[src/design/adc_trig_pkg.sv]
// What this block does
// - Special trigger in mode 1011 with converter on starts conversion.
// - Every special trigger clears the sixteen bit timer.
// - Trigger with converter off leaves go flag alone.
// - Unimplemented register bits read back as zero.
// - Conversion lasts nine and a half bit periods.
// - Bit period is 2, 8, 32 oscillator periods or RC.
// - Finished conversion clears go and loads result.
// - Software abort keeps result, waits two bit periods.
`default_nettype none
package adc_trig_pkg;

  ////////////////////////////////////////////////////////////////////////
  localparam logic [7:0] OFF_PORT_A     = 8'h05;
  localparam logic [7:0] OFF_PORT_E     = 8'h09;
  localparam logic [7:0] OFF_INTERRUPT_CONTROL     = 8'h0b;
  localparam logic [7:0] OFF_FLAGS1     = 8'h0c;
  localparam logic [7:0] OFF_FLAGS2     = 8'h0d;
  localparam logic [7:0] OFF_RESULT     = 8'h1e;
  localparam logic [7:0] OFF_CONTROL    = 8'h1f;
  localparam logic [7:0] OFF_DIR_A      = 8'h85;
  localparam logic [7:0] OFF_DIR_E      = 8'h89;
  localparam logic [7:0] OFF_ENABLES1   = 8'h8c;
  localparam logic [7:0] OFF_ENABLES2   = 8'h8d;
  localparam logic [7:0] OFF_PIN_SETUP  = 8'h9f;

  ////////////////////////////////////////////////////////////////////////
  localparam logic [7:0] RST_CONTROL    = 8'h00;
  localparam logic [7:0] RST_INTERRUPT_CONTROL     = 8'h00;
  localparam logic [7:0] RST_FLAGS      = 8'h00;
  localparam logic [7:0] RST_RESULT     = 8'h00;
  localparam logic [5:0] RST_DIR_A      = 6'h3f;
  localparam logic [2:0] RST_DIR_E      = 3'h7;
  localparam logic [2:0] RST_PIN_SETUP  = 3'h0;

  ////////////////////////////////////////////////////////////////////////
  localparam int CTL_ON_BIT     = 0;
  localparam int CTL_GO_BIT     = 2;
  localparam int CTL_CHAN_LSB   = 3;
  localparam int CTL_CLK_LSB    = 6;
  localparam int FLAG_DONE_BIT  = 6;
  localparam int FLAG_PAR_BIT   = 7;

  localparam logic [3:0] SPECIAL_EVENT_MODE = 4'hb;
  localparam logic [1:0] CLK_SEL_OSC2       = 2'h0;
  localparam logic [1:0] CLK_SEL_OSC8       = 2'h1;
  localparam logic [1:0] CLK_SEL_OSC32      = 2'h2;
  localparam logic [1:0] CLK_SEL_RC         = 2'h3;

  ////////////////////////////////////////////////////////////////////////
  localparam int CLK_PERIOD_NS  = 20;
  localparam int TAD_OSC_SHORT  = 2;
  localparam int TAD_OSC_MID    = 8;
  localparam int TAD_OSC_LONG   = 32;
  localparam int RC_PERIOD_NS   = 4000;
  localparam logic [6:0] HALF_TAD_SHORT = 7'(TAD_OSC_SHORT / 2);
  localparam logic [6:0] HALF_TAD_MID   = 7'(TAD_OSC_MID / 2);
  localparam logic [6:0] HALF_TAD_LONG  = 7'(TAD_OSC_LONG / 2);
  localparam logic [6:0] HALF_TAD_RC    = 7'(RC_PERIOD_NS / (2 * CLK_PERIOD_NS));
  localparam logic [4:0] FIRST_DECISION = 5'h03;
  localparam logic [4:0] CONV_LAST_HALF = 5'h12;
  localparam logic [2:0] ABORT_HALVES   = 3'h4;
  localparam logic [7:0] FIRST_TRIAL    = 8'h80;

  typedef enum logic [1:0] {ST_IDLE, ST_CONVERT, ST_ABORT_WAIT} conv_state_t;

endpackage
`default_nettype wire

[src/design/conv_if.sv]
`timescale 1ns/1ps
`default_nettype none
interface conv_if;
  logic [1:0] clock_sel;
  logic       run;
  logic       half_tick;
  logic       start;
  logic       abort;
  logic       comparator;
  logic [7:0] code;
  logic       done;
  modport ctrl   (output clock_sel, run, start, abort, comparator,
                  input half_tick, code, done);
  modport timer  (input clock_sel, run, start, output half_tick);
  modport engine (input start, abort, half_tick, comparator, output code, done);
endinterface
`default_nettype wire

[src/design/bit_period_timer.sv]
`timescale 1ns/1ps
`default_nettype none
module bit_period_timer (
  input wire logic mclk_i,
  input wire logic rst_i,
  conv_if.timer    c
);
  logic [6:0] count;
  logic [6:0] target;

  always_comb begin
    case (c.clock_sel)
      adc_trig_pkg::CLK_SEL_OSC2:  target = adc_trig_pkg::HALF_TAD_SHORT;
      adc_trig_pkg::CLK_SEL_OSC8:  target = adc_trig_pkg::HALF_TAD_MID;
      adc_trig_pkg::CLK_SEL_OSC32: target = adc_trig_pkg::HALF_TAD_LONG;
      default:                     target = adc_trig_pkg::HALF_TAD_RC;
    endcase
  end

  // Half periods keep the 9.5 period figure exact in whole ticks.
  always_ff @(posedge mclk_i or posedge rst_i) begin
    if (rst_i) begin
      count       <= 7'h00;
      c.half_tick <= 1'b0;
    end else if (!c.run || c.start) begin
      count       <= 7'h00;
      c.half_tick <= 1'b0;
    end else if (count == target - 7'h01) begin
      count       <= 7'h00;
      c.half_tick <= 1'b1;
    end else begin
      count       <= count + 7'h01;
      c.half_tick <= 1'b0;
    end
  end
endmodule // bit_period_timer
`default_nettype wire

[src/design/sar_engine.sv]
`timescale 1ns/1ps
`default_nettype none
module sar_engine (
  input wire logic mclk_i,
  input wire logic rst_i,
  conv_if.engine   c
);
  logic       active;
  logic [4:0] halves;
  logic [7:0] probe;

  always_ff @(posedge mclk_i or posedge rst_i) begin
    if (rst_i) begin
      active <= 1'b0;
      halves <= 5'h00;
      probe  <= 8'h00;
      c.code <= 8'h00;
      c.done <= 1'b0;
    end else begin
      c.done <= 1'b0;
      if (c.abort) begin
        active <= 1'b0;
      end else if (c.start) begin
        active <= 1'b1;
        halves <= 5'h00;
        probe  <= adc_trig_pkg::FIRST_TRIAL;
        c.code <= adc_trig_pkg::FIRST_TRIAL;
      end else if (active && c.half_tick) begin
        halves <= halves + 5'h01;
        if (halves[0] && halves >= adc_trig_pkg::FIRST_DECISION && probe != 8'h00) begin
          c.code <= (c.comparator ? c.code : (c.code & ~probe)) | (probe >> 1);
          probe  <= probe >> 1;
        end
        if (halves == adc_trig_pkg::CONV_LAST_HALF) begin
          active <= 1'b0;
          c.done <= 1'b1;
        end
      end
    end
  end
endmodule // sar_engine
`default_nettype wire

[src/design/adc_event_trigger_control.sv]
`timescale 1ns/1ps
`default_nettype none
module adc_event_trigger_control (
  // Clock and reset.
  input  wire logic       mclk_i,
  input  wire logic       rst_i,
  // Register port.
  input  wire logic [7:0] addr_i,
  input  wire logic [7:0] wdata_i,
  input  wire logic       wr_i,
  input  wire logic       rd_i,
  output logic      [7:0] rdata_o,
  // Compare unit and timer.
  input  wire logic [3:0] compare_unit_two_mode_i,
  input  wire logic       special_event_i,
  output logic            timer_clear_o,
  // Analog front end.
  input  wire logic       comparator_i,
  output logic      [7:0] dac_code_o,
  output logic      [2:0] input_channel_o,
  output logic            acquire_o,
  output logic      [7:0] analog_pins_o,
  // Port pins.
  input  wire logic [5:0] port_a_i,
  output logic      [5:0] port_a_o,
  output logic      [5:0] port_a_oe_o,
  input  wire logic [2:0] port_e_i,
  output logic      [2:0] port_e_o,
  output logic      [2:0] port_e_oe_o,
  // Other peripheral events and interrupt.
  input  wire logic [5:0] other_flags_i,
  input  wire logic       second_flag_i,
  output logic            irq_o
);

  ////////////////////////////////////////////////////////////////////////
  conv_if c ();

  bit_period_timer u_timer (
    .mclk_i (mclk_i),
    .rst_i  (rst_i),
    .c      (c.timer)
  );

  sar_engine u_engine (
    .mclk_i (mclk_i),
    .rst_i  (rst_i),
    .c      (c.engine)
  );

  ////////////////////////////////////////////////////////////////////////
  logic [1:0]                clock_sel;
  logic [2:0]                channel;
  logic                      go;
  logic                      conv_on;
  logic [7:0]                interrupt_control;
  logic [7:0]                flags1;
  logic                      flags2;
  logic [7:0]                enables1;
  logic                      enables2;
  logic [7:0]                result;
  logic [5:0]                dir_a;
  logic [2:0]                dir_e;
  logic [2:0]                pin_setup;
  logic [5:0]                latch_a;
  logic [2:0]                latch_e;
  logic [2:0]                abort_halves;
  adc_trig_pkg::conv_state_t state;

  logic       wr_ctl;
  logic       trig_start;
  logic       done_evt;
  logic [7:0] analog_mask;
  logic [5:0] analog_a;
  logic [7:0] flags1_set;
  logic [7:0] flags1_clr;

  ////////////////////////////////////////////////////////////////////////
  // Pin map order is RE2 RE1 RE0 RA5 RA3 RA2 RA1 RA0.
  function automatic logic [7:0] decode_pins(input logic [2:0] cfg);
    case (cfg)
      3'h0:    decode_pins = 8'hff;
      3'h1:    decode_pins = 8'hf7;
      3'h2:    decode_pins = 8'h1f;
      3'h3:    decode_pins = 8'h17;
      3'h4:    decode_pins = 8'h0b;
      3'h5:    decode_pins = 8'h03;
      default: decode_pins = 8'h00;
    endcase
  endfunction

  assign analog_mask = decode_pins(pin_setup);
  assign analog_a    = {analog_mask[4], 1'b0, analog_mask[3], analog_mask[2:0]};
  assign wr_ctl      = wr_i && (addr_i == adc_trig_pkg::OFF_CONTROL);
  assign done_evt    = c.done;

  // A trigger outside the special event mode, or with the converter off,
  // never reaches the go flag.
  assign trig_start  = special_event_i && conv_on
                       && (compare_unit_two_mode_i == adc_trig_pkg::SPECIAL_EVENT_MODE);

  ////////////////////////////////////////////////////////////////////////
  assign c.clock_sel  = clock_sel;
  // Dropping run for the abort cycle restarts the bit period count, so the wait is never short.
  assign c.run        = (state != adc_trig_pkg::ST_IDLE) && !c.abort;
  assign c.start      = (state == adc_trig_pkg::ST_IDLE) && go && conv_on;
  assign c.abort      = (state == adc_trig_pkg::ST_CONVERT) && !(go && conv_on);
  assign c.comparator = comparator_i;

  ////////////////////////////////////////////////////////////////////////
  always_ff @(posedge mclk_i or posedge rst_i) begin
    if (rst_i) begin
      clock_sel <= adc_trig_pkg::RST_CONTROL[adc_trig_pkg::CTL_CLK_LSB +: 2];
      channel   <= adc_trig_pkg::RST_CONTROL[adc_trig_pkg::CTL_CHAN_LSB +: 3];
      conv_on   <= adc_trig_pkg::RST_CONTROL[adc_trig_pkg::CTL_ON_BIT];
    end else if (wr_ctl) begin
      clock_sel <= wdata_i[adc_trig_pkg::CTL_CLK_LSB +: 2];
      channel   <= wdata_i[adc_trig_pkg::CTL_CHAN_LSB +: 3];
      conv_on   <= wdata_i[adc_trig_pkg::CTL_ON_BIT];
    end
  end

  // A trigger beats a software write, which beats the end of conversion.
  always_ff @(posedge mclk_i or posedge rst_i) begin
    if (rst_i) begin
      go <= adc_trig_pkg::RST_CONTROL[adc_trig_pkg::CTL_GO_BIT];
    end else if (trig_start) begin
      go <= 1'b1;
    end else if (wr_ctl) begin
      go <= wdata_i[adc_trig_pkg::CTL_GO_BIT] && wdata_i[adc_trig_pkg::CTL_ON_BIT];
    end else if (done_evt) begin
      go <= 1'b0;
    end
  end

  ////////////////////////////////////////////////////////////////////////
  always_ff @(posedge mclk_i or posedge rst_i) begin
    if (rst_i) begin
      state        <= adc_trig_pkg::ST_IDLE;
      abort_halves <= 3'h0;
    end else begin
      case (state)
        adc_trig_pkg::ST_IDLE: begin
          abort_halves <= 3'h0;
          if (c.start) begin
            state <= adc_trig_pkg::ST_CONVERT;
          end
        end
        adc_trig_pkg::ST_CONVERT: begin
          if (c.abort) begin
            state        <= adc_trig_pkg::ST_ABORT_WAIT;
            abort_halves <= 3'h0;
          end else if (done_evt) begin
            state <= adc_trig_pkg::ST_IDLE;
          end
        end
        adc_trig_pkg::ST_ABORT_WAIT: begin
          // With the converter still on, acquisition resumes by itself once two bit periods have passed.
          if (c.half_tick) begin
            if (abort_halves == adc_trig_pkg::ABORT_HALVES - 3'h1) begin
              state <= adc_trig_pkg::ST_IDLE;
            end
            abort_halves <= abort_halves + 3'h1;
          end
        end
        default: begin
          state <= adc_trig_pkg::ST_IDLE;
        end
      endcase
    end
  end

  ////////////////////////////////////////////////////////////////////////
  // An aborted conversion never reaches the result; only a finish does.
  always_ff @(posedge mclk_i or posedge rst_i) begin
    if (rst_i) begin
      result <= adc_trig_pkg::RST_RESULT;
    end else if (done_evt) begin
      result <= c.code;
    end else if (wr_i && addr_i == adc_trig_pkg::OFF_RESULT) begin
      result <= wdata_i;
    end
  end

  always_ff @(posedge mclk_i or posedge rst_i) begin
    if (rst_i) begin
      timer_clear_o <= 1'b0;
    end else begin
      timer_clear_o <= special_event_i;
    end
  end

  ////////////////////////////////////////////////////////////////////////
  // The parallel port flag has no source here, so it always stays clear.
  assign flags1_set = {1'b0, done_evt, other_flags_i};
  assign flags1_clr = (wr_i && addr_i == adc_trig_pkg::OFF_FLAGS1) ? wdata_i : 8'h00;

  // Sets win over a write-one clear in the same cycle.
  always_ff @(posedge mclk_i or posedge rst_i) begin
    if (rst_i) begin
      flags1 <= adc_trig_pkg::RST_FLAGS;
    end else begin
      flags1 <= (flags1 & ~flags1_clr) | flags1_set;
    end
  end

  always_ff @(posedge mclk_i or posedge rst_i) begin
    if (rst_i) begin
      flags2 <= adc_trig_pkg::RST_FLAGS[0];
    end else if (second_flag_i) begin
      flags2 <= 1'b1;
    end else if (wr_i && addr_i == adc_trig_pkg::OFF_FLAGS2 && wdata_i[0]) begin
      flags2 <= 1'b0;
    end
  end

  always_ff @(posedge mclk_i or posedge rst_i) begin
    if (rst_i) begin
      enables1 <= adc_trig_pkg::RST_FLAGS;
      enables2 <= adc_trig_pkg::RST_FLAGS[0];
      interrupt_control   <= adc_trig_pkg::RST_INTERRUPT_CONTROL;
    end else if (wr_i) begin
      if (addr_i == adc_trig_pkg::OFF_ENABLES1) begin
        enables1 <= wdata_i;
      end
      if (addr_i == adc_trig_pkg::OFF_ENABLES2) begin
        enables2 <= wdata_i[0];
      end
      if (addr_i == adc_trig_pkg::OFF_INTERRUPT_CONTROL) begin
        interrupt_control <= wdata_i;
      end
    end
  end

  // Registered, so the line follows the flags one cycle late.
  always_ff @(posedge mclk_i or posedge rst_i) begin
    if (rst_i) begin
      irq_o <= 1'b0;
    end else begin
      irq_o <= (|(flags1 & enables1)) || (flags2 && enables2);
    end
  end

  ////////////////////////////////////////////////////////////////////////
  always_ff @(posedge mclk_i or posedge rst_i) begin
    if (rst_i) begin
      dir_a     <= adc_trig_pkg::RST_DIR_A;
      dir_e     <= adc_trig_pkg::RST_DIR_E;
      pin_setup <= adc_trig_pkg::RST_PIN_SETUP;
      latch_a   <= 6'h00;
      latch_e   <= 3'h0;
    end else if (wr_i) begin
      case (addr_i)
        adc_trig_pkg::OFF_DIR_A:     dir_a     <= wdata_i[5:0];
        adc_trig_pkg::OFF_DIR_E:     dir_e     <= wdata_i[2:0];
        adc_trig_pkg::OFF_PIN_SETUP: pin_setup <= wdata_i[2:0];
        adc_trig_pkg::OFF_PORT_A:    latch_a   <= wdata_i[5:0];
        adc_trig_pkg::OFF_PORT_E:    latch_e   <= wdata_i[2:0];
        default: begin
        end
      endcase
    end
  end

  // A set direction bit means input, which is also the undriven enable.
  always_ff @(posedge mclk_i or posedge rst_i) begin
    if (rst_i) begin
      port_a_o      <= 6'h00;
      port_a_oe_o   <= adc_trig_pkg::RST_DIR_A;
      port_e_o      <= 3'h0;
      port_e_oe_o   <= adc_trig_pkg::RST_DIR_E;
      analog_pins_o <= 8'hff;
    end else begin
      port_a_o      <= latch_a;
      port_a_oe_o   <= dir_a;
      port_e_o      <= latch_e;
      port_e_oe_o   <= dir_e;
      analog_pins_o <= analog_mask;
    end
  end

  ////////////////////////////////////////////////////////////////////////
  always_ff @(posedge mclk_i or posedge rst_i) begin
    if (rst_i) begin
      dac_code_o      <= 8'h00;
      input_channel_o <= 3'h0;
      acquire_o       <= 1'b0;
    end else begin
      dac_code_o      <= c.code;
      input_channel_o <= channel;
      acquire_o       <= conv_on && (state == adc_trig_pkg::ST_IDLE);
    end
  end

  ////////////////////////////////////////////////////////////////////////
  // Analog pins read low on the port; missing bits fill with zero.
  always_ff @(posedge mclk_i or posedge rst_i) begin
    if (rst_i) begin
      rdata_o <= 8'h00;
    end else if (!rd_i) begin
      rdata_o <= 8'h00;
    end else begin
      case (addr_i)
        adc_trig_pkg::OFF_PORT_A:    rdata_o <= {2'h0, port_a_i & ~analog_a};
        adc_trig_pkg::OFF_PORT_E:    rdata_o <= {5'h00, port_e_i & ~analog_mask[7:5]};
        adc_trig_pkg::OFF_INTERRUPT_CONTROL:    rdata_o <= interrupt_control;
        adc_trig_pkg::OFF_FLAGS1:    rdata_o <= flags1;
        adc_trig_pkg::OFF_FLAGS2:    rdata_o <= {7'h00, flags2};
        adc_trig_pkg::OFF_RESULT:    rdata_o <= result;
        adc_trig_pkg::OFF_CONTROL:   rdata_o <= {clock_sel, channel, go, 1'b0, conv_on};
        adc_trig_pkg::OFF_DIR_A:     rdata_o <= {2'h0, dir_a};
        adc_trig_pkg::OFF_DIR_E:     rdata_o <= {5'h00, dir_e};
        adc_trig_pkg::OFF_ENABLES1:  rdata_o <= enables1;
        adc_trig_pkg::OFF_ENABLES2:  rdata_o <= {7'h00, enables2};
        adc_trig_pkg::OFF_PIN_SETUP: rdata_o <= {5'h00, pin_setup};
        default:                     rdata_o <= 8'h00;
      endcase
    end
  end

endmodule // adc_event_trigger_control
`default_nettype wire

[config.mk]
export PLATFORM = sky130hd
export DESIGN_NAME = adc_event_trigger_control
export DESIGN_NICKNAME = d
export VERILOG_FILES = /design/src/design/adc_trig_pkg.sv /design/src/design/conv_if.sv /design/src/design/bit_period_timer.sv /design/src/design/sar_engine.sv /design/src/design/adc_event_trigger_control.sv
export SDC_FILE = /design/constraint.sdc
export NUM_CORES = 1
export LEC_CHECK = 0
export BUFFER_PORTS_ARGS = -buffer_cell sky130_fd_sc_hd__buf_4
export CORE_UTILIZATION = 50
export DETAILED_ROUTE_END_ITERATION = 10
export HOLD_SLACK_MARGIN = 0.08
export PLACE_DENSITY_LB_ADDON = 0.08
export RECOVER_POWER = 50
export SLEW_MARGIN = 15
export SYNTH_ARGS = -nofsm -noshare
export SYNTH_HDL_FRONTEND = slang
export SYNTH_SLANG_ARGS = --single-unit
export TNS_END_PERCENT = 20
[constraint.sdc]
create_clock -name mclk_i -period 8.2 [get_ports mclk_i]
set_input_delay 0.82 -clock mclk_i [delete_from_list [all_inputs] [get_ports mclk_i]]
set_output_delay 0.82 -clock mclk_i [all_outputs]
set_load 0.01 [all_outputs]
==> results of run 1 <==
-- worst max path at each step --
stage	start	cells after the start	end
after floorplan	rst_i	1	abort_halves[0]
after CTS	addr_i[5]	6	result[0]
after global routing	rst_i	3	flags1[7]
after detailed placement	addr_i[5]	6	result[0]
final	addr_i[5]	5	interrupt_control[6]
after global placement	addr_i[5]	6	enables1[6]
-- metrics by stage --
stage	total power [W]	util [%]	area [um^2]	hold slack, ns
after floorplan	0.0008167	-	6068	0.3486
after global placement	0.0008707	58.57	6802	0.3541
after detailed placement	0.0008735	58.57	6802	0.3648
after CTS	0.001592	63.42	7366	0.3778
after global routing	0.001629	62.59	7269	0.3839
final	0.001572	62.59	7269	0.3744
-- cells by family (layout without fill, tap and decap cells) --
family | count (synthesis) | count (layout) | synth area share, %
buffers and inverters | 37 | 133 | 2.825
XOR/XNOR | 8 | 8 | 1.155
adder cells (fa/ha/maj) | 5 | 5 | 1.031
flip-flops | 142 | 142 | 59.01
AND/OR/NAND/NOR | 161 | 161 | 14.10
AO/OA/AOI/OAI | 103 | 103 | 11.03
multiplexers | 60 | 60 | 10.85
-- synthesized netlist by cell type, types with 3 or more instances --
cell type and count:
nand2b_1 9, a222oi_1 5, mux2i_1 14, xor2_1 7
a21o_1 9, buf_4 4, dfrtp_1 120, buf_2 8
and4_1 3, ha_1 5, o21ai_1 10, nor2_1 23
a22oi_1 4, a31oi_1 7, nand4_1 5, dfstp_2 22
nor2b_1 6, a32oi_1 4, or2_2 4, nor4_1 4
inv_1 10, mux2_2 46, a21oi_1 27, clkbuf_1 14
nor3_1 5, a221oi_1 4, a211oi_1 3, nand2_1 58
o21ai_0 16, nand3_1 17, and3_1 3
-- flip-flops by register name, indices dropped and copies added (netlist names), 4 cells and up --
register and flops:
u_engine.c.code 8, port_a_o 6, result 8, dir_a 6, rdata_o 8, port_a_oe_o 6, dac_code_o 8, enables1 8
u_engine.probe 8, latch_a 6, analog_pins_o 4, u_timer.count 7, interrupt_control 8, u_engine.halves 5, flags1 8
-- where the power goes --
part           switching [W]  internal, W  total [W]
registers          0.0000213     0.000732   0.000753
clock network       0.000295     0.000422   0.000717
logic              0.0000563    0.0000452   0.000101
-- cell type report --
type | instances | area share, %
sequential | 142 | 49.26
multi-input combinational | 337 | 31.77
timing repair buffer | 91 | 8.210
clock buffer | 20 | 6.592
tap | 143 | 2.461
clock inverter | 12 | 1.170
inverter | 10 | 0.5336
-- routing by layer --
layer | vias to the layer above | global-route usage [%] | wire length (um)
met2 | 135 | 39.88 | 6992
li1 | 2028 | - | -
met1 | 2213 | 30.84 | 5926
met4 | 0 | 11.38 | 373
met3 | 29 | 5.292 | 740
met5 | - | 0 | 0
-- placed cells by master (no fill, tap or decap), types with 6 or more instances in the layout --
master,n
dfstp_1,9
dfrtp_1,120
mux2_2,46
buf_4,64
clkbuf_16,19
dfstp_2,13
nand3_1,17
a21oi_1,27
a31oi_1,7
o21ai_0,16
clkbuf_1,25
nor2b_1,6
inv_1,9
nand2b_1,9
xor2_1,7
mux2i_1,14
nand2_1,58
a21o_1,9
nor2_1,23
o21ai_1,10
==> out/metrics.csv, run 1 <==
stage,metric,value,unit
finish,fin_nets,646,
worst_hold_path,hold_class,register to register,
finish,diodes,0,
clocking,cts_root_buf,clkbuf_16,
power_and_ir_drop,p_leak,3.161,nW
synth,synth_area,6068,um^2
route,drt-vias-per-instance,5.834,
sta,final-setup-viol-count,0,
sta,tns,0,ns
route,drtAntennaViolNets,0,
clocking,htreeDepth,4,
floorplan,die_w,112.2,um
synth,synth_nets,563,
power_and_ir_drop,pwr_density_cell,216.2,nW/um^2
sta,clock_skew,0.006120,ns
clocking,cts_resized,0,
sta,fin_crit_sh,32.47,%
synth,synth_warnings,0,
sta,rsz0062_at_grt,no,
route,wirelength,14030,um
sta,maxSlewViolCount,55,
floorplan,die-area,12580,um^2
clocking,cts_setup_buffers,0,
critical_path,r2r_cells,5,
sta,slew_headroom,-51.37,%
critical_path,critPathKind,input pin to register,
synth,ys.flop_type,dfrtp_1,
placement,place_hpwl,9980,um
floorplan,coreArea,11610,um^2
clocking,cts_buffers,17,
critical_path,crit_family,simple AND/OR/NAND/NOR gates,
critical_path,crit_chain,buf_4 -> nor4_1 -> and4_1 -> nand2_1 -> mux2_2,
outcome,violations,"DRC, capacitance limit, slew limit",
worst_hold_path,hold_path_end,port_a_o[3],
critical_path,reg2reg_slack,6.05,ns
placement,pre_cts_ws,5.386,ns
global_route,grt_start_max_net_pins,90,
floorplan,ioPinCount,90,
job,maxCapViolations,1,
critical_path,worst_r2r_endpoint,u_engine.c.code[4],
synth,synth_top_cell_by_area,dfrtp_1,
clocking,clock_path_buffers,2,
global_route,globalRouteOverflowTotal,0,
sta,hold_violations,0,
synth,synth_edf_count,0,
finish,fin_cells,755,
synth,synth_top_area_share,49.48,%
sta,setup_slack,5.537,ns
sta,max_freq,375.6,MHz
placement,place.gp.congestion,0.9008,
floorplan,rows,39,
finish,syn2layout_area_growth,19.79,%
sta,min_period,2.663,ns
global_route,grt_antenna_before_repair,0,
route,post-route-drc-count,11,
worst_hold_path,min_from,latch_a[3],
placement,dpl.cell_count,723,
outcome,outcome,finished with violations,
worst_hold_path,holdPathStages,0,
finish,seq_area,3581,um^2
finish,fillers,957,
synth,ys_seq_area_share,59.01,%
clocking,clk_pin_slew_worst_paths,0.06,ns
placement,port_buffers,89,
global_route,grt_pass1_wl,22980,um
clocking,cts_hold_buf,0,
power_and_ir_drop,ir_worst_vdd,0.0001329,V
clocking,clock-sinks,142,
sta,worst_pin_slew,2.258,ns
synth,netlist_instances,516,
synth,synthTopCellsByArea,"dfrtp_1 49%, dfstp_2 9.5%, mux2_2 8.5%, nand2_1 3.6%, mux2i_1 2.3%",
critical_path,start_kind,input pin,
global_route,grt_pass1_vias,4372,
clocking,clk_latency,0.42,ns
synth,ys_seq_elements,142,
critical_path,cp_max_fo,9,
global_route,grt_usage,24.25,%
route,wire_per_inst,18.59,um
critical_path,end_kind,register,
floorplan,initial_utilization,52.25,%
synth,synth_cell_types,62,
critical_path,timing.rr.start,state[1],
critical_path,worstPathRequired,8.50,ns
finish,drive_gt1_share,27.61,%
route,drtIter0Drc,342,
critical_path,arrival,2.96,ns
floorplan,die_h,112.2,um
finish,multiInputGateArea,2310,um^2
critical_path,crit_slowest_cell,nor4_1,
route,drt_pre_antenna_iters,9,
synth,ys_async_sr_fraction,100.0,%
critical_path,slowest_delay,0.82,ns
route,vias,4405,
clocking,cts_tree,built,
synth,avgSynthCellArea,11.76,um^2
critical_path,crit_buf_inv,1,
Note: power is estimated with default switching activity, not from simulation.
==> run 2: changes to the inputs <==
==> constraint.sdc (replaced) <==
create_clock -name mclk_i -period 2.2 [get_ports mclk_i]
set_input_delay 0.22 -clock mclk_i [delete_from_list [all_inputs] [get_ports mclk_i]]
set_output_delay 0.22 -clock mclk_i [all_outputs]
set_load 0.01 [all_outputs]
==> run 2 against run 1 <==
  * Critical path type unchanged
  * Core utilization increased by 1.7 points
  * Global-route usage about the same
  * Largest cell class unchanged
  * Clock skew increased by 0.0030 ns
  * Worst hold slack got worse by 0.27 ns
  * Clock power increased to 3.9 times the previous value
  * Flip-flop and latch count unchanged
  * Final area increased by 2.7%
  * Final cell count increased by 2.6%
  * Die area unchanged
  * Setup slack got worse by 5.2 ns
  * Via count increased by 0.32%
  * Critical path depth unchanged
  * The run ends with DRC left
==> out/metrics.csv, run 2 (synthesis results as in run 1) <==
stage,metric,value,unit
outcome,outcome,finished with violations,
outcome,violations,DRC,
global_route,globalRouteOverflowTotal,0,
job,maxCapViolations,0,
critical_path,slowest_delay,0.56,ns
worst_hold_path,holdPathStages,3,
clocking,cts_resized,0,
floorplan,rows,39,
placement,port_buffers,89,
floorplan,coreArea,11610,um^2
clocking,cts_tree,built,
critical_path,r2r_cells,5,
finish,fin_cells,775,
worst_hold_path,hold_class,input pin to register,
critical_path,worstPathRequired,2.51,ns
critical_path,end_kind,register,
power_and_ir_drop,power,0.005977,W
worst_hold_path,min_from,port_e_i[0],
sta,slew_headroom,27.33,%
critical_path,crit_chain,clkbuf_1 -> and4bb_2 -> and2_0 -> nand2_1 -> mux2_2,
clocking,cts_root_buf,clkbuf_16,
finish,syn2layout_area_growth,22.99,%
clocking,clock_path_buffers,2,
power_and_ir_drop,pwr-share-comb,6.6,%
sta,min_period,1.862,ns
critical_path,start_kind,input pin,
route,drt-vias-per-instance,5.702,
route,drtIter0Drc,286,
critical_path,worst_r2r_endpoint,u_engine.c.code[5],
sta,fin_crit_sh,84.66,%
floorplan,ioPinCount,90,
power_and_ir_drop,pwr_density_cell,800.8,nW/um^2
route,drtAntennaViolNets,0,
critical_path,cp_max_fo,14,
power_and_ir_drop,p_leak,3.279,nW
clocking,cts_buffers,17,
power_and_ir_drop,sequentialPowerShare,47.0,%
clocking,clk_pin_slew_worst_paths,0.06,ns
floorplan,die-area,12580,um^2
clocking,clk_latency,0.42,ns
sta,worst_pin_slew,1.090,ns
critical_path,crit_slowest_cell,clkbuf_1,
power_and_ir_drop,switching_share,23.13,%
critical_path,arrival,2.17,ns
finish,drive_gt1_share,28.48,%
sta,clock_skew,0.009081,ns
finish,diodes,0,
route,wirelength,14200,um
sta,final-setup-viol-count,0,
sta,tns,0,ns
global_route,grt_pass1_vias,4514,
power_and_ir_drop,clockPowerShare,46.5,%
sta,hold_violations,0,
placement,place.gp.congestion,0.8943,
clocking,htreeDepth,4,
global_route,grt_pass1_wl,23170,um
sta,maxSlewViolCount,0,
global_route,grt_start_max_net_pins,46,
power_and_ir_drop,power_switching,0.001382,W
global_route,grt_usage,24.29,%
finish,final_cell_mix,"120 x dfrtp_1, 72 x buf_4, 58 x nand2_1",
sta,rsz0062_at_grt,no,
floorplan,die_w,112.2,um
sta,max_freq,536.9,MHz
critical_path,crit_buf_inv,1,
power_and_ir_drop,ir_worst_vdd,0.0003887,V
critical_path,critical_path.startpoint,addr_i[0],
placement,place_hpwl,10130,um
critical_path,timing.rr.start,state[1],
route,drt_pre_antenna_iters,8,
floorplan,die_h,112.2,um
floorplan,initial_utilization,52.25,%
power_and_ir_drop,p_int,0.004594,W
route,wire_per_inst,18.32,um
clocking,clock-sinks,142,
critical_path,critPathKind,input pin to register,
critical_path,reg2reg_slack,0.40,ns
finish,layout_commonest_cell,dfrtp_1,
critical_path,crit_family,simple AND/OR/NAND/NOR gates,
finish,fillers,906,
placement,dpl.cell_count,732,
route,post-route-drc-count,13,
worst_hold_path,hold_path_end,rdata_o[0],
finish,fin_nets,666,
global_route,grt_antenna_before_repair,0,
route,vias,4419,
==> run 2: cell types whose count changed in the layout (fill, tap and decap cells not counted), sizes merged <==
cell         change
clkinvlp         -4
inv              +4
bufinv           +1
clkinv           -1
clkbuf           +2
buf              +7
dlygate4sd3     +11
==> run 2: power by group through the flow <==
stage	clock network [W]	logic [W]	registers [W]
2_1_floorplan	0	0.000203	0.00284
3_3_place_gp	0	0.000399	0.00285
6_report	0.00278	0.000394	0.00281
4_1_cts	0.00283	0.000422	0.00281
3_5_place_dp	0	0.000405	0.00286
5_1_grt	0.00295	0.000433	0.00282
==> run 2: cell type report <==
cell class	count	area, um^2	share of cell area, %
clock buffer	20	478.0	6.404
tap	143	178.9	2.397
clock inverter	12	105.1	1.408
inverter	10	38.79	0.5197
timing repair buffer	111	765.7	10.26
sequential	142	3581	47.98
multi-input combinational	337	2316	31.03
==> run 2: metal layers <==
layer | wire length (um) | up-vias | track usage, %
met5 | 0 | - | 0
met4 | 384 | 0 | 12.36
met3 | 772 | 28 | 5.994
met2 | 6866 | 152 | 38.76
met1 | 6172 | 2180 | 31.05
li1 | - | 2059 | -
==> run 2: worst register-to-register path, cell delays in order (launching register included) <==
cell       delay (ns)
dfrtp_1          0.52
nand4bb_1        0.30
o2111ai_1        0.25
and3_1           0.39
nand2_1          0.14
a21oi_1          0.13
==> run 2: repair_timing <==
item	in CTS	in global routing
buffers inserted	0	0
endpoints found under the hold margin	45	0
hold buffers	11	0
setup endpoints to repair	0	0
==> run 2: stage by stage <==
stage          setup slack (ns)  util (%)  area [um^2]  hold WS, ns
2_1_floorplan            0.2209         -         6072       0.2514
3_3_place_gp             0.1418     59.24         6880       0.2051
3_5_place_dp            0.08735     59.24         6880       0.2047
4_1_cts                  0.3938     65.21         7574      0.08519
5_1_grt                  0.1313     64.26         7463      0.09793
6_report                 0.3375     64.26         7463       0.1002
==> run 2: worst max path at each step <==
stage	slack, ns	cells after the start	end
finish	0.34	5	latch_a[5]
global route	0.13	4	rdata_o[0]
CTS	0.39	5	u_engine.c.code[5]
detailed placement	0.09	5	interrupt_control[6]
global placement	0.14	5	interrupt_control[4]
floorplan	0.22	1	abort_halves[0]
